## src/logic/cfd_pkg.sv

```systemverilog
/*
  Package for the clamp and field detect block: register indices, field
  layout, reset values, timing constants and the pixel carrier.
  Assumes a 250 MHz system clock on the register bus side.
*/
package cfd_pkg;
  // ----------------------------------------------------------------
  // register indices (16-bit data, word index on ADDR)
  // ----------------------------------------------------------------
  localparam logic [3:0] CFD_HCLAMP_IDX = 4'h0;
  localparam logic [3:0] CFD_VBEGIN_IDX = 4'h1;
  localparam logic [3:0] CFD_VEND_IDX   = 4'h2;
  localparam logic [3:0] CFD_CTRL_IDX   = 4'h3;
  localparam logic [3:0] CFD_FIELD_IDX  = 4'h4;
  // ----------------------------------------------------------------
  // field positions
  // ----------------------------------------------------------------
  localparam int CFD_HEND_LSB   = 8;
  localparam int CFD_INV_BIT    = 6;
  localparam int CFD_DRES_BIT   = 7;
  localparam int CFD_PINEN_BIT  = 8;
  localparam int CFD_FLAG_BIT   = 6;
  // ----------------------------------------------------------------
  // reset values
  // ----------------------------------------------------------------
  localparam logic [15:0] CFD_HCLAMP_RST = 16'h0000;
  localparam logic [9:0]  CFD_VBEGIN_RST = 10'h000;
  localparam logic [9:0]  CFD_VEND_RST   = 10'h00A;
  localparam logic [8:0]  CFD_CTRL_RST   = 9'h000;
  localparam logic [5:0]  CFD_SPT2_RST   = 6'h00;
  // ----------------------------------------------------------------
  // timing
  // ----------------------------------------------------------------
  localparam int CFD_CLK_NS    = 4;
  localparam int CFD_HUNIT_NS  = 480;
  localparam int CFD_VSTEP_NS  = 1920;
  localparam logic [8:0] CFD_HUNIT_CYC = 9'(CFD_HUNIT_NS / CFD_CLK_NS);
  localparam logic [8:0] CFD_VSTEP_CYC = 9'(CFD_VSTEP_NS / CFD_CLK_NS);
  localparam logic [8:0] CFD_HCNT_MAX  = 9'h1FF;
  localparam logic [6:0] CFD_VSCNT_MAX = 7'h7F;
  localparam logic [9:0] CFD_LINE_MAX  = 10'h3FF;
  // ----------------------------------------------------------------
  // pixel carrier
  // ----------------------------------------------------------------
  typedef struct packed {
    logic [2:0] rgb;
    logic       blank;
    logic       cor;
  } cfd_pix_s;
  localparam cfd_pix_s CFD_PIX_RST = '{rgb: 3'h0, blank: 1'b0, cor: 1'b0};
endpackage : cfd_pkg

```

## src/logic/cfd_top.sv

```systemverilog
/*
  Clamp window generation and interlaced field detection.
  Assumes HSYNC_PIN/VSYNC_PIN arrive asynchronously with normal polarity,
  PIX_IN comes from the layer mixer on CLK, and a plain register port.
*/
// Our own choices: the register addresses and the strobed register port.
`timescale 1ns/1ps
module cfd_top (
  input  wire logic            CLK,
  input  wire logic            ARST_N,
  input  wire logic            CE,
  input  wire logic            HSYNC_PIN,
  input  wire logic            VSYNC_PIN,
  input  wire logic [3:0]      ADDR,
  input  wire logic [15:0]     WDATA,
  input  wire logic            WR,
  input  wire logic            RD,
  output logic      [15:0]     RDATA,
  input  cfd_pkg::cfd_pix_s    PIX_IN,
  output cfd_pkg::cfd_pix_s    PIX_OUT,
  output logic                 CLAMP,
  output logic                 FIELD_SEL,
  output logic                 FIELD_PIN,
  output logic                 FIELD_PIN_OE
);
  import cfd_pkg::*;

  // ----------------------------------------------------------------
  // registers
  // ----------------------------------------------------------------
  logic [15:0] hcl_q, hcl_d;
  logic [9:0]  vb_q, vb_d;
  logic [9:0]  ve_q, ve_d;
  logic [8:0]  ctl_q, ctl_d;
  logic [5:0]  spt2_q, spt2_d;
  logic [15:0] rd_q, rd_d;
  logic        det_q;

  always_comb begin
    hcl_d  = hcl_q;
    vb_d   = vb_q;
    ve_d   = ve_q;
    ctl_d  = ctl_q;
    spt2_d = spt2_q;
    rd_d   = rd_q;
    if (WR) begin
      unique case (ADDR)
        CFD_HCLAMP_IDX: hcl_d  = WDATA;
        CFD_VBEGIN_IDX: vb_d   = WDATA[9:0];
        CFD_VEND_IDX:   ve_d   = WDATA[9:0];
        CFD_CTRL_IDX:   ctl_d  = WDATA[8:0];
        CFD_FIELD_IDX:  spt2_d = WDATA[5:0];
        default:        ;
      endcase
    end
    if (RD) begin
      unique case (ADDR)
        CFD_HCLAMP_IDX: rd_d = hcl_q;
        CFD_VBEGIN_IDX: rd_d = {6'h00, vb_q};
        CFD_VEND_IDX:   rd_d = {6'h00, ve_q};
        CFD_CTRL_IDX:   rd_d = {7'h00, ctl_q};
        CFD_FIELD_IDX:  rd_d = {9'h000, det_q, spt2_q};
        default:        rd_d = 16'h0000;
      endcase
    end
  end

  always_ff @(posedge CLK or negedge ARST_N) begin
    if (!ARST_N) begin
      hcl_q  <= CFD_HCLAMP_RST;
      vb_q   <= CFD_VBEGIN_RST;
      ve_q   <= CFD_VEND_RST;
      ctl_q  <= CFD_CTRL_RST;
      spt2_q <= CFD_SPT2_RST;
      rd_q   <= 16'h0000;
    end else if (CE) begin
      hcl_q  <= hcl_d;
      vb_q   <= vb_d;
      ve_q   <= ve_d;
      ctl_q  <= ctl_d;
      spt2_q <= spt2_d;
      rd_q   <= rd_d;
    end
  end

  assign RDATA = rd_q;

  logic [7:0] hb;
  logic [7:0] he;
  logic [5:0] spt1;
  logic       flip;
  logic       dres;
  assign hb   = hcl_q[7:0];
  assign he   = hcl_q[CFD_HEND_LSB +: 8];
  assign spt1 = ctl_q[5:0];
  assign flip = ctl_q[CFD_INV_BIT];
  assign dres = ctl_q[CFD_DRES_BIT];

  // ----------------------------------------------------------------
  // sync inputs, line timing and vsync sampling
  // ----------------------------------------------------------------
  logic [2:0] hs_q, hs_d;
  logic [2:0] vs_q, vs_d;
  logic [8:0] hpre_q, hpre_d;
  logic [8:0] hcnt_q, hcnt_d;
  logic [8:0] vpre_q, vpre_d;
  logic [6:0] vcnt_q, vcnt_d;
  logic [9:0] line_q, line_d;
  logic       tk1_q, tk1_d, tk2_q, tk2_d;
  logic       s1_q, s1_d, s2_q, s2_d, s1p_q, s1p_d;
  logic       det_d;
  logic       hs_rise, vs_rise;

  // stage 0 is read only by stage 1; edges use stages 1 and 2
  assign hs_rise = hs_q[1] & ~hs_q[2];
  assign vs_rise = vs_q[1] & ~vs_q[2];

  always_comb begin
    hs_d   = {hs_q[1:0], HSYNC_PIN};
    vs_d   = {vs_q[1:0], VSYNC_PIN};
    hpre_d = hpre_q;
    hcnt_d = hcnt_q;
    vpre_d = vpre_q;
    vcnt_d = vcnt_q;
    line_d = line_q;
    tk1_d  = tk1_q;
    tk2_d  = tk2_q;
    s1_d   = s1_q;
    s2_d   = s2_q;
    s1p_d  = s1p_q;
    det_d  = det_q;
    if (hpre_q == CFD_HUNIT_CYC - 9'h001) begin
      hpre_d = 9'h000;
      if (hcnt_q != CFD_HCNT_MAX) hcnt_d = hcnt_q + 9'h001;
    end else begin
      hpre_d = hpre_q + 9'h001;
    end
    if (vpre_q == CFD_VSTEP_CYC - 9'h001) begin
      vpre_d = 9'h000;
      if (vcnt_q != CFD_VSCNT_MAX) vcnt_d = vcnt_q + 7'h01;
    end else begin
      vpre_d = vpre_q + 9'h001;
    end
    if (!tk1_q && vcnt_q >= {1'b0, spt1}) begin
      tk1_d = 1'b1;
      s1_d  = vs_q[1];
    end
    if (!tk2_q && vcnt_q >= {1'b0, spt2_q}) begin
      tk2_d = 1'b1;
      s2_d  = vs_q[1];
    end
    if (hs_rise) begin
      hpre_d = 9'h000;
      hcnt_d = 9'h000;
      vpre_d = 9'h000;
      vcnt_d = 7'h00;
      tk1_d  = 1'b0;
      tk2_d  = 1'b0;
      s1_d   = 1'b0;
      s2_d   = 1'b0;
      s1p_d  = s1_q;
      if (line_q != CFD_LINE_MAX) line_d = line_q + 10'h001;
      // first line with vsync seen decides the field, once per field
      if (s1_q && !s1p_q) det_d = ~s2_q;
    end
    if (vs_rise) line_d = 10'h000;
  end

  always_ff @(posedge CLK or negedge ARST_N) begin
    if (!ARST_N) begin
      hs_q   <= 3'h0;
      vs_q   <= 3'h0;
      hpre_q <= 9'h000;
      hcnt_q <= CFD_HCNT_MAX;
      vpre_q <= 9'h000;
      vcnt_q <= CFD_VSCNT_MAX;
      line_q <= CFD_LINE_MAX;
      tk1_q  <= 1'b1;
      tk2_q  <= 1'b1;
      s1_q   <= 1'b0;
      s2_q   <= 1'b0;
      s1p_q  <= 1'b0;
      det_q  <= 1'b0;
    end else if (CE) begin
      hs_q   <= hs_d;
      vs_q   <= vs_d;
      hpre_q <= hpre_d;
      hcnt_q <= hcnt_d;
      vpre_q <= vpre_d;
      vcnt_q <= vcnt_d;
      line_q <= line_d;
      tk1_q  <= tk1_d;
      tk2_q  <= tk2_d;
      s1_q   <= s1_d;
      s2_q   <= s2_d;
      s1p_q  <= s1p_d;
      det_q  <= det_d;
    end
  end

  // ----------------------------------------------------------------
  // clamp window, pixel override and field outputs
  // ----------------------------------------------------------------
  logic     hclamp, vclamp, clamp_c, field_c;
  logic     clamp_q, fsel_q, fpin_q, fpoe_q;
  logic     clamp_d, fsel_d, fpin_d, fpoe_d;
  cfd_pix_s pix_q, pix_d;

  always_comb begin
    if (hb <= he) begin
      hclamp = hcnt_q >= {1'b0, hb} && hcnt_q < {1'b0, he};
    end else begin
      hclamp = hcnt_q >= {1'b0, hb} || hcnt_q < {1'b0, he};
    end
    vclamp  = line_q >= vb_q && line_q < ve_q;
    clamp_c = hclamp | vclamp;
    field_c = det_q ^ flip;
    clamp_d = clamp_c;
    // field 0 = A = odd lines half, shown in raster alpha
    fsel_d  = dres & field_c;
    fpin_d  = field_c;
    fpoe_d  = ctl_q[CFD_PINEN_BIT];
    if (clamp_c) begin
      pix_d = '{rgb: 3'h0, blank: 1'b1, cor: 1'b0};
    end else begin
      pix_d = PIX_IN;
    end
  end

  always_ff @(posedge CLK or negedge ARST_N) begin
    if (!ARST_N) begin
      clamp_q <= 1'b0;
      fsel_q  <= 1'b0;
      fpin_q  <= 1'b0;
      fpoe_q  <= 1'b0;
      pix_q   <= CFD_PIX_RST;
    end else if (CE) begin
      clamp_q <= clamp_d;
      fsel_q  <= fsel_d;
      fpin_q  <= fpin_d;
      fpoe_q  <= fpoe_d;
      pix_q   <= pix_d;
    end
  end

  assign CLAMP        = clamp_q;
  assign FIELD_SEL    = fsel_q;
  assign FIELD_PIN    = fpin_q;
  assign FIELD_PIN_OE = fpoe_q;
  assign PIX_OUT      = pix_q;
endmodule : cfd_top

```

## config.mk

```make
export PLATFORM = sky130hd
export DESIGN_NAME = cfd_top
export DESIGN_NICKNAME = d
export VERILOG_FILES = /design/src/logic/cfd_pkg.sv /design/src/logic/cfd_top.sv
export SDC_FILE = /design/constraint.sdc
export NUM_CORES = 1
export LEC_CHECK = 0
export ABC_CLOCK_PERIOD_IN_PS = 2710
export BUFFER_PORTS_ARGS = -buffer_cell sky130_fd_sc_hd__buf_2
export CORE_ASPECT_RATIO = 1.75
export CORE_MARGIN = 4
export CORE_UTILIZATION = 45
export DETAILED_ROUTE_END_ITERATION = 10
export SYNTH_ARGS = -nofsm -noshare
export SYNTH_HDL_FRONTEND = slang
export SYNTH_SLANG_ARGS = --single-unit
```

## constraint.sdc

```tcl
create_clock -name CLK -period 2.71 [get_ports CLK]
set_input_delay 0 -clock CLK [delete_from_list [all_inputs] [get_ports CLK]]
set_output_delay 0 -clock CLK [all_outputs]
set_load 0.01 [all_outputs]
```

# After elaboration in Yosys (flattened, before gate mapping)
# Index checks and enable logic that the tools add are counted.
# totals
reg_bits	132
inputBits	32
out_inout_bits	25
elab_cells	110
# classes
add_sub_neg	5
n_lt_le_gt_ge	7
eq_ne	9
n_mux	24
bitwise_logic	8
n_reduce_logical	31
# op_table
operator	count
case mux 16 bit (5 select lines)	1
two-way mux 9 bit	7
two-way mux 10 bit	3
adder 9 x 1 -> 9 bit (second input constant)	3
AND reduction 3 bit	9
two-way mux 7 bit	3
nonzero test 2 bit	8
>= comparator 7 x 6 -> 1 bit	2
adder 10 x 1 -> 10 bit (second input constant)	1
>= comparator 10 bit	1
less-than comparator 10 bit	1
!= test 10 bit (second input constant)	1
equality test 9 x 7 -> 1 bit (second input constant)	1
equality test 9 bit (second input constant)	1
>= comparator 9 x 8 -> 1 bit	1
less-than comparator 9 x 8 -> 1 bit	1
two-way mux 1 bit	9
!= test 9 bit (second input constant)	1
equality test 4 x 2 -> 1 bit (second input constant)	2
less-or-equal comparator 8 bit	1
AND reduction 2 bit	4
adder 7 x 1 -> 7 bit (second input constant)	1
!= test 7 bit (second input constant)	1
logical AND 1 bit	5
10 further kinds	16

# Logic depth before layout (Yosys ltp)
# depth
ltp_word	5
depth_mapped	8

# Worst setup path after synthesis
# OpenSTA, ideal clock, no wires.
# synth_timing
path_kind	flip-flop to flip-flop
from	reg line_q[0]
to	reg pix_q, in the netlist PIX_OUT[1]
t_arrival_ns	2.051
required_time_ns	2.645
setup_slack_ns	0.593
stages_incl_launch_ff	9
n_path_buf	0
synth_period_minus_slack_ns	2.117
path_cell_list	dfstp_2 inv_1 ha_1 nand2b_1 a21oi_1 or4_1 a22o_1 o221ai_2 o22a_1
# synth_via
elab_chain_len	4
# synth_lines
item	line_no	source
start, declared	cfd_top.sv:108	logic [9:0] line_q, line_d;
start signal, assigned	cfd_top.sv:191	line_q <= line_d;
>= comparator 10 bit / less-than comparator 10 bit (equally long branches)	cfd_top.sv:215	vclamp = line_q >= vb_q && line_q < ve_q;
logical AND 1 bit (*)	cfd_top.sv:215	
bitwise OR 1 bit (*)	cfd_top.sv:216	clamp_c = hclamp | vclamp;
two-way mux 5 bit (*)	cfd_top.sv:223	if (clamp_c) begin
end signal, assigned	cfd_top.sv:242	pix_q <= pix_d;
end, declared	cfd_top.sv:207	cfd_pix_s pix_q, pix_d;
# Every way passes the cells marked *; elsewhere a longest branch is shown, timed or not.
# A chain may end at the register's enable or synchronous reset.

# Worst setup path in the final report
# layout_timing
from	reg hcnt_q[4]
to	reg pix_q, in the netlist PIX_OUT[4]
# layout_via
elab_chain_len	5
# layout_lines
item	line_no	source
start, declared	cfd_top.sv:105	logic [8:0] hcnt_q, hcnt_d;
start signal, assigned	cfd_top.sv:188	hcnt_q <= hcnt_d;
>= comparator 9 x 8 -> 1 bit / less-than comparator 9 x 8 -> 1 bit (equally long branches)	cfd_top.sv:211, cfd_top.sv:213	
logical OR 1 bit / logical AND 1 bit (equally long branches)	cfd_top.sv:213, cfd_top.sv:211	
two-way mux 1 bit (*)	cfd_top.sv:210	if (hb <= he) begin
bitwise OR 1 bit (*)	cfd_top.sv:216	
two-way mux 5 bit (*)	cfd_top.sv:223	
# Marked as above.

==> results.md <==
* Outcome: finished clean
* Layout area overhead at 20.4%
* CP Cell Sequence: ha_1 -> a211oi_1 -> o21ai_0 -> a2111oi_0 -> o21ai_0 -> o221ai_2 -> buf_4 -> o2bb2ai_1
* I/O Buffers at 56
* Core ar. at ~0.016 mm^2
* Post-CTS resize count at 0
* Endpoint type of the worst setup path: flip-flop
* Clk sink count at approximately 130
* Place WS at about 0.18 ns
* Reg clk slew, reported paths at approximately 0.060 ns
* Final hold violation count at 0
* DP Wirelength at 14.2 mm
* Most frequent cell after synthesis: dfrtp_1
* Ys flop type: dfrtp_1
* Pre-antenna DRT Iters at 6
* Diodes inserted at 0
* # IOs at 57
* Critical path class: reg -> reg
* LEAKAGE at roughly 4 nW
* Via count at 5800
* Die height at around 170 um
* CTS Buf Count at 17
* Worst Path Required at 3.00 ns
* Peak VDD IR at approximately 430 uV
* Yosys reg bits at roughly 130
* Setup Viol. Count Final at 0
* CTS Buffer Depth at 2
* Synthesized Nets at roughly 820
* Post-synth EDFFs at 0
* Htree depth at 4
* Async SR Flop Fraction at 100%
* Row Count at 60
* Cells taking the most area after synthesis: dfrtp_1 36%, dfstp_2 11%, ha_1 10%, o21ai_0 5.9%, nand2_1 5.2%
* Syn Inst Count at 732
* First-pass GRT wire length at 30.3 mm
* Worst setup margin at about 0.11 ns
* DR vias/cell at approximately 5.7
* Setup TNS at 0 ns
* GRT Total Usage at a little over a fifth
* Register area share after synthesis at 46.6%
* Mean post-synth cell area at around 9.8 um^2
* Starting density of the core at a little under half
* Period utilization at between 90% and 100%
* CP arrival at roughly 2.9 ns
* Post-synth top area share at about 36%
* Final nets at roughly 900
* Crit path launch type: flip-flop
* Slowest-stage cell, CP: a2111oi_0
* WL/cell at about 18 um
* RSZ-0062 raised after global routing: false
* Vias in the first global route at 6103
* # DRC at 0
* Layout cells sized above 1 at around 20%
* Clock skew at 0.00799 ns
* Most common cell on crit path: o21ai_0
* Drt total wl at 18.8 mm
* # Post-CTS Setup Buffers at 0
* Remaining global-route overflow at 0
* Clock Latency Late Sink at between 0.4 and 0.5 ns
* Normalized max-slew margin at 54.0%
* CTS tree: built
* CP Max Fanout at 6
* Total power at slightly below 0.007 W
* Die width at approximately 100 um
* Max Slew Vio Count at 0
* Largest net degree at the start of global routing at 60
* Max Fclk at 0.385 GHz
* Worst min path class: in -> reg
* Pwr dens at between 700 and 800 mW/mm^2
* Area leader, netlist: dfrtp_1
* Maxcap violations at 0
* Synth unique cells at 62
* Ys Warns at 0
* Min cycle time layout at ~2.6 ns
* Iter 0 DRT Violations at between 200 and 300
* Initial antenna violation count at 0
* Die ar. at around 0.018 mm^2
* Worst stage delay on the critical path at around 0.66 ns
* Antenna Nets Post-Route at 0
* Top cells by count, synth: 102 x dfrtp_1, 99 x nand2_1, 85 x o21ai_0, 60 x ha_1, 57 x inv_1
* RD Place Congestion at ~0.83
* Worst-margin pin slew at 0.672 ns
* CTS Root Cell: clkbuf_16
* Synthesized cell area at ~0.0072 mm^2
metal layers:
metal  part of all wire, %  vias up  GRT usage [%]
met1                    38     2809           24.3
met3                   3.9       50           4.27
li1                      -     2784              -
met4                   5.4        0           12.3
met5                     0        -              0
met2                    53      157           37.5
stage by stage:
stage | instances | utilization [%] | hold slack, ns | cell area [um^2]
floorplan | 732 | - | -0.296 | 7160
global placement | 966 | 49.8 | -0.00991 | 7730
detailed placement | 966 | 49.8 | 0.00340 | 7730
CTS | 1022 | 55.5 | 0.0326 | 8620
global route | 1022 | 55.5 | 0.0504 | 8620
finish | 1022 | 55.5 | 0.0403 | 8620
placed cells by master, fill, tap and decap left out, types with 5 or more instances in the layout:
cell	n
bufinv_16	5
dfrtp_1	102
nand3_1	26
inv_1	57
a222oi_1	10
a21o_1	11
dfstp_2	30
xnor2_1	5
mux2_2	15
dlygate4sd3_1	24
buf_4	17
o21ai_0	85
buf_2	55
o2bb2ai_1	7
nor2_1	31
clkbuf_16	17
a22oi_1	7
nor2b_1	7
nand2_1	99
xor2_1	13
ha_1	60
nand2b_1	8
or3_1	9
a21oi_1	42
nand4_1	13
and3_1	10
final timing paths:
check	start	to	slack, ns	cells past startpoint
max	hcnt_q[4]	PIX_OUT[4]	0.11	8
min	CE	line_q[0]	0.04	3
max reg2reg	hcnt_q[4]	PIX_OUT[4]	0.11	8
min reg2reg	RDATA[5]	RDATA[5]	0.47	1
max in group asynchronous	ARST_N	RDATA[10]	1.73	3
min in group asynchronous	ARST_N	ve_q[6]	0.09	2
registers in the layout, indices dropped and copies added, names as in the netlist, 3 cells and up:
signal   count
vpre_q       9
hcl_q       16
hcnt_q       9
PIX_OUT      5
hs_q         3
vb_q        10
line_q      10
vs_q         3
ve_q        10
hpre_q       9
spt2_q       6
RDATA       16
ctl_q        9
vcnt_q       7
worst max-delay path, delay by kind of cell, from the launching register on:
kind	cells	cell delay [ns]
fa+ha+maj	1	0.25
flops	1	0.56
compound gates	6	1.47
buf+inv	1	0.20
kinds of logic after synthesis:
group / after synthesis / synth area share, %
AO/OA/AOI/OAI: 197 / 17.7
XOR/XNOR: 18 / 2.20
adder cells (fa/ha/maj): 60 / 10.5
buffers and inverters: 83 / 4.49
flip-flops: 132 / 46.6
multiplexers: 17 / 2.64
AND/OR/NAND/NOR: 225 / 15.8
repair_timing:
action | 4_1_cts | 5_1_grt
hold buffers | 24 | 0
endpoints found under the hold margin | 94 | 0
setup endpoints to repair | 0 | 0
report_power, final:
group	internal, W	switching, W	total, W	leakage, nW
registers	0.00242	0.000394	0.00282	1.57
logic	0.000648	0.000808	0.00146	2.16
clock network	0.00166	0.000870	0.00253	0.305
total	0.00473	0.00207	0.00680	4.03
layout make-up:
class                      instances  area, um^2
fill                            1402        6920
multi-input combinational        517        3500
sequential                       132        3340
timing repair buffer              98         683
clock buffer                      19         443
tap                              186         233
inverter                          57         214
clock inverter                    13         208
Power figures use the tool's default switching activity.
